### src/rtl/cis_pkg.sv
package cis_pkg;
  // interrupt sources and their kind (1 = level-type, no flag)
  localparam int NSRC = 4;
  localparam logic [3:0] LEVEL_MASK = 4'h8;
  // memory geometry
  localparam logic [15:0] TOP_OF_DATA_MEMORY = 16'h04ff;
  localparam logic [12:0] BOOT_START = 13'h1c00;
  localparam logic [12:0] RESET_VEC_OFS = 13'h0000;
  localparam logic [12:0] VEC_STEP = 13'h0002;
  // sequence lengths in cycles
  localparam logic [2:0] ENTRY_CYC = 3'h4;
  localparam logic [2:0] EXIT_CYC = 3'h4;
  localparam logic [2:0] WAKE_CYC = 3'h4;
  // i/o register addresses
  localparam logic [5:0] IO_SPL = 6'h10;
  localparam logic [5:0] IO_SPH = 6'h11;
  localparam logic [5:0] IO_FLAGS = 6'h12;
  localparam logic [5:0] IO_CTRL = 6'h13;
  localparam logic [5:0] IO_IFLAG = 6'h14;
  // field positions and reset values
  localparam int GIE_BIT = 7;
  localparam int RELOC_BIT = 1;
  localparam logic [7:0] FLAGS_RST = 8'h00;
  localparam logic [7:0] CTRL_RST = 8'h00;

  typedef enum logic [3:0] {
    ST_IDLE = 4'h1,
    ST_WAKE = 4'h2,
    ST_ENTRY = 4'h4,
    ST_EXIT = 4'h8
  } cis_fsm_t;

  // instruction class retiring at a boundary
  typedef struct packed {
    logic push;
    logic pop;
    logic call;
    logic ret;
    logic interrupt_exit_instr;
    logic sei;
    logic cli;
  } cis_op_t;

  typedef struct packed {
    logic we;
    logic [5:0] addr;
    logic [7:0] data;
  } cis_io_t;

  typedef struct packed {
    logic wr_lo;
    logic wr_hi;
    logic post_inc;
    logic pre_dec;
    logic [5:0] disp;
    logic [7:0] wdata;
  } cis_ptr_cmd_t;

  typedef struct packed {
    logic we;
    logic re;
    logic [15:0] addr;
    logic [7:0] wdata;
  } cis_mem_t;
endpackage : cis_pkg

### src/rtl/cis_ptr.sv
`timescale 1ns/10ps
module cis_ptr
  import cis_pkg::*;
(
  input wire logic sys_clk_in, // core clock
  input wire logic rst_in, // async reset, high
  input cis_pkg::cis_ptr_cmd_t cmd_in, // byte write and addressing mode
  output logic [15:0] val_out, // pointer pair value
  output logic [15:0] addr_out // effective data address
);
  typedef struct packed {
    logic [15:0] val;
    logic [15:0] addr;
  } cis_ptr_st_t;
  cis_ptr_st_t s_q, s_d;

  // one pair of general registers acting as a pointer
  always_comb begin
    s_d = s_q;
    if (cmd_in.wr_lo) begin
      s_d.val[7:0] = cmd_in.wdata;
    end
    if (cmd_in.wr_hi) begin
      s_d.val[15:8] = cmd_in.wdata;
    end
    if (cmd_in.pre_dec) begin // RULE1
      s_d.val = s_q.val - 16'h0001;
      s_d.addr = s_q.val - 16'h0001;
    end else if (cmd_in.post_inc) begin // RULE1
      s_d.val = s_q.val + 16'h0001;
      s_d.addr = s_q.val;
    end else begin // RULE1
      s_d.addr = s_q.val + {10'h000, cmd_in.disp};
    end
  end

  always_ff @(posedge sys_clk_in or posedge rst_in) begin
    if (rst_in) begin
      s_q <= '0;
    end else begin
      s_q <= s_d;
    end
  end

  assign val_out = s_q.val;
  assign addr_out = s_q.addr;
endmodule : cis_ptr

### src/rtl/cis_core.sv
`timescale 1ns/10ps
// Notes on behaviour
// RULE1: registers 26 to 31 form three pointers
// RULE2: stack grows down, byte push/pop one
// RULE3: call or return moves pointer by two
// RULE4: stack pointer two bytes, reset top
// RULE5: software sets stack pointer before use
// RULE6: undivided clock, one-cycle register operations
// RULE7: take only with both enables set
// RULE8: lock bits suppress interrupts by section
// RULE9: low vectors, lower address higher priority
// RULE10: relocate bit and fuse move vectors
// RULE11: entry clears global enable, exit sets
// RULE12: vectoring or writing one clears flag
// RULE13: disabled flag event stays pending
// RULE14: level source requests only while present
// RULE15: one instruction after exit before next
// RULE16: flags register never saved by hardware
// RULE17: disable instruction blocks same-cycle interrupts
// RULE18: instruction after enable runs first
// RULE19: four-cycle entry pushing the counter
// RULE20: multi-cycle finishes; wake adds four
// RULE21: four-cycle exit pops counter, sets enable
// RULE22: lowest pending vector wins, others wait
module cis_core
  import cis_pkg::*;
(
  input wire logic sys_clk_in, // core clock, 50 MHz
  input wire logic rst_in, // async reset, high
  input wire logic instr_done_in, // instruction boundary pulse
  input cis_pkg::cis_op_t op_in, // class of retiring instruction
  input wire logic asleep_in, // core is sleeping
  input wire logic [12:0] pc_in, // return address
  input cis_pkg::cis_io_t io_in, // i/o register write
  input wire logic [5:0] io_raddr_in, // i/o register read address
  input wire logic [6:0] alu_flags_in, // alu result flags
  input wire logic alu_we_in, // alu flag update
  input wire logic [3:0] irq_cond_in, // source conditions
  input wire logic [3:0] irq_en_in, // individual enables
  input wire logic boot_reset_vector_fuse, // reset vector in boot
  input wire logic boot_lock_app_bits, // application lock
  input wire logic boot_lock_boot_bits, // boot lock
  input wire logic [7:0] mem_rdata_in, // stack read data
  input cis_pkg::cis_ptr_cmd_t [2:0] ptr_cmd_in, // x, y, z commands
  output logic [7:0] io_rdata_out, // i/o read data
  output logic [15:0] sp_out, // stack pointer
  output logic [7:0] core_flags_reg, // flags register
  output logic [3:0] irq_flag_out, // pending flags
  output cis_pkg::cis_mem_t mem_out, // stack memory access
  output logic vec_valid_out, // jump to vector pulse
  output logic [12:0] vec_addr_out, // vector address
  output logic pc_load_out, // return address valid pulse
  output logic [12:0] pc_ret_out, // popped return address
  output logic [12:0] reset_vec_out, // reset vector address
  output logic busy_out, // sequencer holds pipeline
  output logic [15:0] ptr_val_out [3], // x, y, z values
  output logic [15:0] ptr_addr_out [3] // x, y, z addresses
);
  typedef struct packed {
    cis_fsm_t fsm;
    logic [2:0] cnt;
    logic [15:0] sp;
    logic [7:0] flags;
    logic [7:0] ctrl;
    logic [3:0] iflag;
    logic [1:0] sel;
    logic [12:0] ret_pc;
    cis_mem_t mem;
    logic vec_valid;
    logic [12:0] vec_addr;
    logic pc_load;
    logic [7:0] rdata;
    logic [12:0] rst_vec;
  } cis_st_t;
  cis_st_t s_q, s_d;

  logic [3:0] req;
  logic [3:0] live;
  logic any_live;
  logic [1:0] win;
  logic gie_eff;
  logic in_boot;
  logic suppress;
  logic take;
  logic [12:0] vbase;

  // requests: flags for edge sources, the raw condition for level ones
  always_comb begin
    req = (s_q.iflag & ~LEVEL_MASK) | (irq_cond_in & LEVEL_MASK); // RULE14
    live = req & irq_en_in; // RULE7
  end

  // lowest index is the lowest vector, so it wins
  always_comb begin
    win = 2'h0;
    any_live = |live;
    for (int i = NSRC - 1; i >= 0; i--) begin
      if (live[i]) begin
        win = 2'(i); // RULE22 RULE9
      end
    end
  end

  // a disable in this very cycle already masks the take
  always_comb begin
    gie_eff = s_q.flags[GIE_BIT];
    if (instr_done_in && op_in.cli) begin
      gie_eff = 1'b0; // RULE17
    end
    if (io_in.we && io_in.addr == IO_FLAGS && !io_in.data[GIE_BIT]) begin
      gie_eff = 1'b0; // RULE17
    end
  end

  // lock bits guard the section the counter is in, only while the vectors sit in the other section
  always_comb begin
    in_boot = pc_in >= BOOT_START;
    suppress = (boot_lock_app_bits && !in_boot && s_q.ctrl[RELOC_BIT]) ||
      (boot_lock_boot_bits && in_boot && !s_q.ctrl[RELOC_BIT]); // RULE8
    vbase = s_q.ctrl[RELOC_BIT] ? BOOT_START : RESET_VEC_OFS; // RULE10
  end

  // only at a finished instruction, or from sleep
  assign take = s_q.fsm == ST_IDLE && any_live && gie_eff && !suppress &&
    ((instr_done_in && !op_in.interrupt_exit_instr) || asleep_in); // RULE7 RULE15 RULE20

  always_comb begin
    s_d = s_q;
    s_d.mem.we = 1'b0;
    s_d.mem.re = 1'b0;
    s_d.vec_valid = 1'b0;
    s_d.pc_load = 1'b0;
    s_d.rst_vec = boot_reset_vector_fuse ? BOOT_START : RESET_VEC_OFS; // RULE10
    // flag sets beat software clears in the same cycle
    if (io_in.we && io_in.addr == IO_IFLAG) begin
      s_d.iflag = s_q.iflag & ~io_in.data[3:0]; // RULE12
    end
    if (alu_we_in) begin
      s_d.flags[6:0] = alu_flags_in; // RULE6
    end
    if (io_in.we) begin
      case (io_in.addr)
        IO_SPL: s_d.sp[7:0] = io_in.data; // RULE4
        IO_SPH: s_d.sp[15:8] = io_in.data; // RULE4
        IO_FLAGS: s_d.flags = io_in.data; // RULE11
        IO_CTRL: s_d.ctrl = io_in.data; // RULE10
        default: ;
      endcase
    end
    // stack moves of the running program
    if (instr_done_in && s_q.fsm == ST_IDLE) begin
      if (op_in.push) begin
        s_d.sp = s_q.sp - 16'h0001; // RULE2
      end else if (op_in.pop) begin
        s_d.sp = s_q.sp + 16'h0001; // RULE2
      end else if (op_in.call) begin
        s_d.sp = s_q.sp - 16'h0002; // RULE3
      end else if (op_in.ret) begin
        s_d.sp = s_q.sp + 16'h0002; // RULE3
      end
      if (op_in.sei) begin
        s_d.flags[GIE_BIT] = 1'b1; // RULE18
      end
      if (op_in.cli) begin
        s_d.flags[GIE_BIT] = 1'b0; // RULE17
      end
    end
    case (s_q.fsm)
      ST_IDLE: begin
        if (take) begin
          s_d.sel = win;
          s_d.ret_pc = pc_in;
          s_d.flags[GIE_BIT] = 1'b0; // RULE11
          s_d.iflag[win] = 1'b0; // RULE12
          s_d.cnt = 3'h0;
          s_d.fsm = asleep_in ? ST_WAKE : ST_ENTRY; // RULE20
        end else if (instr_done_in && op_in.interrupt_exit_instr) begin
          s_d.cnt = 3'h0;
          s_d.fsm = ST_EXIT;
        end
      end
      ST_WAKE: begin
        s_d.cnt = s_q.cnt + 3'h1;
        if (s_q.cnt == WAKE_CYC - 3'h1) begin
          s_d.cnt = 3'h0;
          s_d.fsm = ST_ENTRY; // RULE20
        end
      end
      ST_ENTRY: begin
        // low byte first, then high; flags are not stacked
        s_d.cnt = s_q.cnt + 3'h1;
        if (s_q.cnt < 3'h2) begin
          s_d.mem.we = 1'b1; // RULE19 RULE16
          s_d.mem.addr = s_q.sp;
          s_d.mem.wdata = (s_q.cnt == 3'h0) ? s_q.ret_pc[7:0] :
            {3'h0, s_q.ret_pc[12:8]};
          s_d.sp = s_q.sp - 16'h0001; // RULE3
        end
        if (s_q.cnt == ENTRY_CYC - 3'h1) begin
          s_d.vec_valid = 1'b1; // RULE19
          s_d.vec_addr = vbase + VEC_STEP * (13'(s_q.sel) + 13'h0001); // RULE9
          s_d.fsm = ST_IDLE;
        end
      end
      ST_EXIT: begin
        s_d.cnt = s_q.cnt + 3'h1;
        if (s_q.cnt < 3'h2) begin
          s_d.mem.re = 1'b1; // RULE21
          s_d.mem.addr = s_q.sp + 16'h0001;
          s_d.sp = s_q.sp + 16'h0001; // RULE21
        end
        // read data trails the strobe by one cycle: high byte, then low
        if (s_q.cnt == 3'h2) begin
          s_d.ret_pc[12:8] = mem_rdata_in[4:0]; // RULE21
        end
        if (s_q.cnt == 3'h3) begin
          s_d.ret_pc[7:0] = mem_rdata_in; // RULE21
        end
        if (s_q.cnt == EXIT_CYC - 3'h1) begin
          s_d.flags[GIE_BIT] = 1'b1; // RULE21 RULE11
          s_d.pc_load = 1'b1;
          s_d.fsm = ST_IDLE; // RULE15
        end
      end
      default: s_d.fsm = ST_IDLE;
    endcase
    // hardware events always land, even on a clear
    s_d.iflag = s_d.iflag | (irq_cond_in & ~LEVEL_MASK); // RULE13
    // read-back mux
    case (io_raddr_in)
      IO_SPL: s_d.rdata = s_q.sp[7:0]; // RULE4
      IO_SPH: s_d.rdata = s_q.sp[15:8]; // RULE4
      IO_FLAGS: s_d.rdata = s_q.flags;
      IO_CTRL: s_d.rdata = s_q.ctrl;
      IO_IFLAG: s_d.rdata = {4'h0, s_q.iflag};
      default: s_d.rdata = 8'h00;
    endcase
  end

  always_ff @(posedge sys_clk_in or posedge rst_in) begin
    if (rst_in) begin
      s_q <= '0;
      s_q.fsm <= ST_IDLE;
      s_q.sp <= TOP_OF_DATA_MEMORY; // RULE4
      s_q.flags <= FLAGS_RST;
      s_q.ctrl <= CTRL_RST;
    end else begin
      s_q <= s_d;
    end
  end

  // outputs straight from the state register
  assign io_rdata_out = s_q.rdata;
  assign sp_out = s_q.sp;
  assign core_flags_reg = s_q.flags;
  assign irq_flag_out = s_q.iflag;
  assign mem_out = s_q.mem;
  assign vec_valid_out = s_q.vec_valid;
  assign vec_addr_out = s_q.vec_addr;
  assign pc_load_out = s_q.pc_load;
  assign pc_ret_out = s_q.ret_pc;
  assign reset_vec_out = s_q.rst_vec;
  assign busy_out = s_q.fsm != ST_IDLE;

  // the three pointer pairs
  for (genvar g = 0; g < 3; g++) begin : g_ptr
    cis_ptr u_ptr (
      .sys_clk_in(sys_clk_in),
      .rst_in(rst_in),
      .cmd_in(ptr_cmd_in[g]),
      .val_out(ptr_val_out[g]),
      .addr_out(ptr_addr_out[g])
    );
  end
endmodule : cis_core

### config.mk
export PLATFORM = sky130hd
export DESIGN_NAME = cis_core
export DESIGN_NICKNAME = d
export VERILOG_FILES = /design/src/rtl/cis_pkg.sv /design/src/rtl/cis_ptr.sv /design/src/rtl/cis_core.sv
export SDC_FILE = /design/constraint.sdc
export NUM_CORES = 1
export LEC_CHECK = 0
export CAP_MARGIN = 20
export CELL_PAD_IN_SITES_DETAIL_PLACEMENT = 0
export CELL_PAD_IN_SITES_GLOBAL_PLACEMENT = 2
export CORE_ASPECT_RATIO = 0.9
export CORE_MARGIN = 1.5
export CORE_UTILIZATION = 34
export CTS_CLUSTER_DIAMETER = 40
export CTS_CLUSTER_SIZE = 25
export DETAILED_ROUTE_END_ITERATION = 12
export DONT_BUFFER_PORTS = 1
export GPL_ROUTABILITY_DRIVEN = 0
export GPL_TIMING_DRIVEN = 1
export PLACE_DENSITY_LB_ADDON = 0.1
export SLEW_MARGIN = 20
export SYNTH_ARGS = -nofsm -noshare
export SYNTH_HDL_FRONTEND = slang
export SYNTH_SLANG_ARGS = --single-unit
### constraint.sdc
create_clock -name sys_clk_in -period 7.1 [get_ports sys_clk_in]
set_input_delay 1.42 -clock sys_clk_in [delete_from_list [all_inputs] [get_ports sys_clk_in]]
set_output_delay 1.42 -clock sys_clk_in [all_outputs]
set_load 0.01 [all_outputs]
==> reports/metrics.yaml, run 1 <==
clocking:
  clk_path_buf_depth: 2
  cts_root_buf: "clkbuf_16"
  clock_latency_ns: 0.51
  cts_hold_buf: 0
  cts_setup_buffers: 0
  cts_resized: 0
  cts.sinks: 195
  cts_buffers: 17
  cts_tree: "done"
  clkTransAtPathRegs_ns: 0.09
  htree_levels: 4
die:
  die_h_um: 201
  die_x_um: 223
  placementRows: 72
  core_mm2: 0.0430
  die-area_mm2: 0.0449
  pin_count: 326
  start_util: 0.345
finish:
  drive_gt1_frac: 0.0620
  area_growth_pct: 1.16
  fin_nets: 1795
  final_core_util: 0.349
sta:
  maxSlewViolCount: 0
  fin_crit_ns: 3.50
  worst_pin_slew_ns: 1.11
  clock_skew_ns: 0.0183
  fmax_mhz: 286
  setup_viol: 0
  maxSlewHeadroom: 0.258
  hold_viol: 0
  setup_slack_ns: 3.60
  fin_crit_sh: 0.492
  rsz0062_at_grt: "false"
  setup_tns_ns: 0
route:
  dr_wl_met3_mm: 4.85
  via_per_inst: 6.05
  drtAntennaViolNets: 0
  met1_length_mm: 25.7
  met2_length_mm: 24.5
  drtPass1Iterations: 5
  wl_mm: 56.4
  drtIter0Drc: 1226
  drc: 0
  wire_per_inst_um: 25.6
  num_vias: 13300
  top_layer: "met5"
yosys:
  ys_warn_count: 0
  syn-cell-area_mm2: 0.0148
  ys.flop_type: "dfrtp_1"
  syn_inst: 1822
  ys_seq_area_frac: 0.330
  post-synth-top-area-fraction: 0.312
  synth-edff-count: 0
  async_flop_share: 1.00
  synth.avg_cell_area_um2: 8.14
  synthDistinctLibCells: 78
  ys_ff_latch: 195
  synth_area_leader_cell: "dfrtp_1"
  synthTopCellsByCount: "dfrtp_1, nor2_1, nand2_1, o21ai_0, a21oi_1"
  synth.most_common_cell: "dfrtp_1"
  ys_top_cells_by_area: "dfrtp_1, buf_4, o21ai_0"
run_status:
  status: "complete, no violations"
grt:
  grt_antenna_before_repair: 4
  grt_pass1_vias: 12800
  grtUsageTotal: 0.252
  grt_pass1_wl_mm: 85.5
  grt_max_degree: 102
  grt-ovfl-total: 0
power_and_ir_drop:
  p_comb_frac: 0.370
  ir_drop_mv: 0.148
  cellPowerDensity_mw_per_mm2: 354
  total_leakage_power_nw: 5.97
  seq_power_share: 0.436
  p_int_mw: 2.74
  p_sw_frac: 0.483
  switchingPower_mw: 2.56
  clkPwrFrac: 0.194
setup_path:
  cp_cell_sequence: "or4b_1 > nor4_1 > or4_1 > and2_0 > a21oi_1"
  critPathKind: "in2reg"
  crit_path_top_delay_cell: "or4_1"
  crit_arrival_ns: 3.88
  slowest_delay_ns: 0.73
  required_ns: 7.48
  crit_fanout: 25
  endpoint_kind: "flip-flop"
  worst-path-buf-inv: 0
  r2r_start: "sp_out[4]$_DFF_PP1_"
  crit_start: "io_in[11]"
  startpoint_type: "input port"
  r2r_cells: 6
  worstSetupPathDepth: 5
  cp_top_family: "simple AND/OR/NAND/NOR gates"
placement:
  place_ws_ns: 3.10
  numPortBuffers: 0
  dp_hpwl_mm: 40.6
run:
  drv_cap: 0
worst_hold_path:
  worstHoldStart: "s_q[75]$_DFFE_PP0P_"
  hold_depth: 1
  min-delay-path-class: "reg2reg"
[per-stage QoR]
| stage | instance area, µm² | hold WS (ns) | std cells | power (mW) |
|---|---|---|---|---|
| final | 15000 | 0.507 | 2201 | 5.30 |
| after global routing | 15000 | 0.530 | 2201 | 5.67 |
| after CTS | 15000 | 0.511 | 2199 | 5.34 |
| after detailed placement | 14400 | 0.489 | 2167 | 4.27 |
| after global placement | 14400 | 0.483 | 2167 | 4.28 |
| after floorplan | 14900 | 0.440 | 1838 | 3.82 |
[final timing paths]
| check | endpoint | slack (ns) |
|---|---|---|
| worst max-delay path | pc_ret_out[3]$_DFFE_PP0P_ | 3.60 |
| worst min-delay path | vec_addr_out[1]$_DFFE_PP0P_ | 0.51 |
| worst max register to register | sp_out[14]$_DFF_PP0_ | 3.74 |
| worst min register to register | vec_addr_out[1]$_DFFE_PP0P_ | 0.51 |
| max in group asynchronous | g_ptr[0].u_ptr.val_out[6]$_DFFE_PP0P_ | 4.72 |
| min in group asynchronous | g_ptr[0].u_ptr.val_out[15]$_DFFE_PP0P_ | 0.86 |
[per-layer routing]
| metal | GRT usage | up-vias |
|---|---|---|
| met1 | 0.347 | 6593 |
| met5 | 0 | - |
| met4 | 0.0838 | 4 |
| li1 | - | 6125 |
| met2 | 0.371 | 522 |
| met3 | 0.0815 | 69 |
[placed cells by master (no fill, tap or decap), drive strengths merged, types with 8 or more instances in the layout]
cell type  count
dfrtp        185
nor2         154
nand2        151
o21ai        129
a21oi        115
inv           74
xnor2         70
nand3         61
nor3          59
xor2          45
mux2i         43
o22ai         39
ha            35
nand4         32
a31oi         31
nor4          28
nor2b         20
o211ai        20
a22oi         19
o221ai        18
or3           18
clkbuf        18
a21o          17
conb          17
and3          16
and2          16
mux2          15
a221o         10
dfstp         10
o21a           9
or2            9
a211oi         9
o22a           9
nand3b         9
buf            9
or4            8
[power groups by stage]
stage	logic (mW)	registers (mW)	clock network (mW)
after CTS	1.96	2.31	1.07
after global routing	2.19	2.38	1.10
after floorplan	2.08	1.74	0
final	1.96	2.31	1.03
after detailed placement	1.94	2.33	0
after global placement	1.94	2.34	0
[worst register-to-register path: stages (launching register included)]
cell and delay [ns]:
dfstp_2 0.95, nand3_1 0.65, nor4_1 0.83, a31oi_1 0.21, o211ai_1 0.23, o311ai_0 0.15, a41o_1 0.23
[cells by family after synthesis]
kind of cell	count (synthesis)	synth area share
compound gates	499	0.215
xor+xnor	115	0.0679
other cells	1	0.000253
mux	62	0.0465
fa+ha+maj	38	0.0336
buf+inv	300	0.102
flops	195	0.330
simple gates	612	0.205
[cell type report]
cell class              count  area [µm²]
multi-input cells        1343        8500
flip-flops and latches    195        4890
inverters                  65         251
well taps                 555         694
clock inverters            14         155
repair buffers              9        67.6
clock buffers              18         429
diodes                      2        5.00
fillers                  4578       28000
Note: power is estimated with default switching activity, not from simulation.
==> inputs of run 2 (changes only) <==
Clock period 7.1 ns to 3.1 ns, I/O delays scaled along.
==> run 2 against run 1 <==
Cell area up 3.6%; utilization up 1.2 points; register-to-register slack worse by 3.3 ns; hold slack worse by 0.48 ns.
==> reports/metrics.yaml, run 2 (same netlist as run 1, synthesis figures left out) <==
run_status:
  status: "complete, no violations"  # unchanged
setup_path:
  endpoint_kind: "flip-flop"  # unchanged
  crit_start: "sp_out[1]$_DFF_PP1_"  # was io_in[11]
  required_ns: 3.49  # was 7.48 ns
  r2r_slack_ns: 0.49  # was 3.74 ns
  critPathKind: "reg2reg"  # was in2reg
  crit_fanout: 7  # was 25
  r2r_start: "sp_out[1]$_DFF_PP1_"  # was sp_out[4]$_DFF_PP1_
  startpoint_type: "flip-flop"  # was input port
  crit_end: "sp_out[14]$_DFF_PP0_"  # was pc_ret_out[3]$_DFFE_PP0P_
  r2r_cells: 7  # was 6
  timing.rr.end: "sp_out[14]$_DFF_PP0_"  # unchanged
  crit_arrival_ns: 3.01  # was 3.88 ns
die:
  die-area_mm2: 0.0449  # unchanged
  core_mm2: 0.0430  # unchanged
  die_x_um: 223  # unchanged
  die_h_um: 201  # unchanged
  start_util: 0.345  # unchanged
  placementRows: 72  # unchanged
  pin_count: 326  # unchanged
route:
  via_per_inst: 5.88  # was 6.05
  wire_per_inst_um: 25.1  # was 25.6 µm
  drc: 0  # unchanged
  wl_mm: 57.1  # was 56.4 mm
  drtIter0Drc: 1250  # was 1226
  num_vias: 13300  # about the same
  drtPass1Iterations: 5  # unchanged
  drtAntennaViolNets: 0  # unchanged
power_and_ir_drop:
  ir_drop_mv: 0.384  # was 0.148 mV
  total_leakage_power_nw: 6.30  # was 5.97 nW
  cellPowerDensity_mw_per_mm2: 807  # was 354 mW/mm²
clocking:
  htree_levels: 4  # unchanged
  clock_latency_ns: 0.51  # about the same
  cts.sinks: 195  # unchanged
  clk_path_buf_depth: 2  # unchanged
  cts_buffers: 17  # unchanged
  clkTransAtPathRegs_ns: 0.08  # was 0.09 ns
  cts_tree: "done"  # unchanged
  cts_setup_buffers: 0  # unchanged
  cts_resized: 0  # unchanged
  cts_hold_buf: 0  # unchanged
  cts_root_buf: "clkbuf_16"  # unchanged
finish:
  drive_gt1_frac: 0.0994  # was 0.0620
  final_cells: 2270  # was 2201
  area_growth_pct: 4.78  # was 1.16%
  fin_nets: 1862  # was 1795
  final_common_cell: "dfrtp_1"  # unchanged
  final_cell_mix: "dfrtp_1, nand2_1, nor2_1, o21ai_0, a21oi_1"  # unchanged
grt:
  grt_antenna_before_repair: 6  # was 4
  grt_pass1_wl_mm: 86.7  # was 85.5 mm
  grt-ovfl-total: 0  # unchanged
  grtUsageTotal: 0.256  # was 0.252
  grt_pass1_vias: 13000  # was 12800
  grt_max_degree: 80  # was 102
placement:
  place_inst: 2234  # was 2167
  numPortBuffers: 0  # unchanged
  place_ws_ns: 0.186  # was 3.10 ns
  dp_hpwl_mm: 42.1  # was 40.6 mm
sta:
  fin_crit_sh: 0.843
  maxSlewViolCount: 0  # unchanged
  setup_viol: 0  # unchanged
  setup_slack_ns: 0.486  # was 3.60 ns
  rsz0062_at_grt: "false"  # unchanged
  fin_crit_ns: 2.61
  hold_viol: 0  # unchanged
  maxSlewHeadroom: 0.483  # was 0.258
  fmax_mhz: 383
  worst_pin_slew_ns: 0.764  # was 1.11 ns
  clock_skew_ns: 0.0170  # was 0.0183 ns
worst_hold_path:
  min-delay-path-class: "in2async"  # was reg2reg
run:
  drv_cap: 0  # unchanged
[run 2: cell count changes in the layout (fill, tap and decap cells not counted)]
cell / change
clkinvlp_4: +1
diode_2: +2
buf_12: +2
inv_8: -2
inv_6: +1
buf_4: +65
clkbuf_8: +1
clkbuf_1: -1
[run 2: worst min path at each step]
| stage | end | slack [ns] | cells after the start |
|---|---|---|---|
| final | g_ptr[1].u_ptr.val_out[9]$_DFFE_PP0P_ | 0.03 | 1 |
| after global routing | g_ptr[1].u_ptr.val_out[9]$_DFFE_PP0P_ | 0.04 | 1 |
| after CTS | g_ptr[1].u_ptr.val_out[9]$_DFFE_PP0P_ | 0.001 | 1 |
| after detailed placement | s_q[76]$_DFFE_PP0P_ | 0.48 | 1 |
| after global placement | s_q[76]$_DFFE_PP0P_ | 0.47 | 1 |
| after floorplan | mem_out[5]$_DFFE_PP0P_ | 0.44 | 2 |
[run 2: layer usage]
layer / global-route usage / wire [µm] / vias up
li1: - / - / 6231
met2: 0.372 / 24700 / 498
met1: 0.357 / 26600 / 6544
met4: 0.0804 / 1180 / 4
met5: 0 / 22 / -
met3: 0.0815 / 4560 / 64
[run 2: critical path, stage by stage, from the launching register on]
cell      delay (ns)
dfstp_2         0.68
ha_1            0.30
nand3_1         0.33
nor4_1          0.43
a31oi_1         0.18
o211ai_1        0.21
o311ai_0        0.14
a41o_1          0.23
[run 2: power by group]
part           internal (mW)  switching, mW
logic                   2.14           3.23
registers               3.33           1.46
clock network           1.11           1.26
total                   6.58           5.96
[run 2: metrics by stage]
stage / hold WS [ns] / area [µm²] / util / power (mW) / setup TNS, ns
finish: 0.0250 / 15500 / 0.362 / 12.5 / 0
global route: 0.0350 / 15500 / 0.362 / 13.4 / 0
CTS: 0.00104 / 15500 / 0.361 / 12.6 / 0
detailed placement: 0.476 / 14900 / 0.348 / 10.2 / 0
global placement: 0.474 / 14900 / 0.348 / 10.2 / 0
floorplan: 0.440 / 14900 / - / 8.75 / -5.59
[run 2: cell type report]
cell class                 instances  area (µm²)
sequential                       195        4890
timing repair buffer              76         596
multi-input combinational       1343        8500
clock inverter                    14         153
fill                            4578       27400
antenna                            4        10.0
clock buffer                      18         439
inverter                          65         248
tap                              555         694
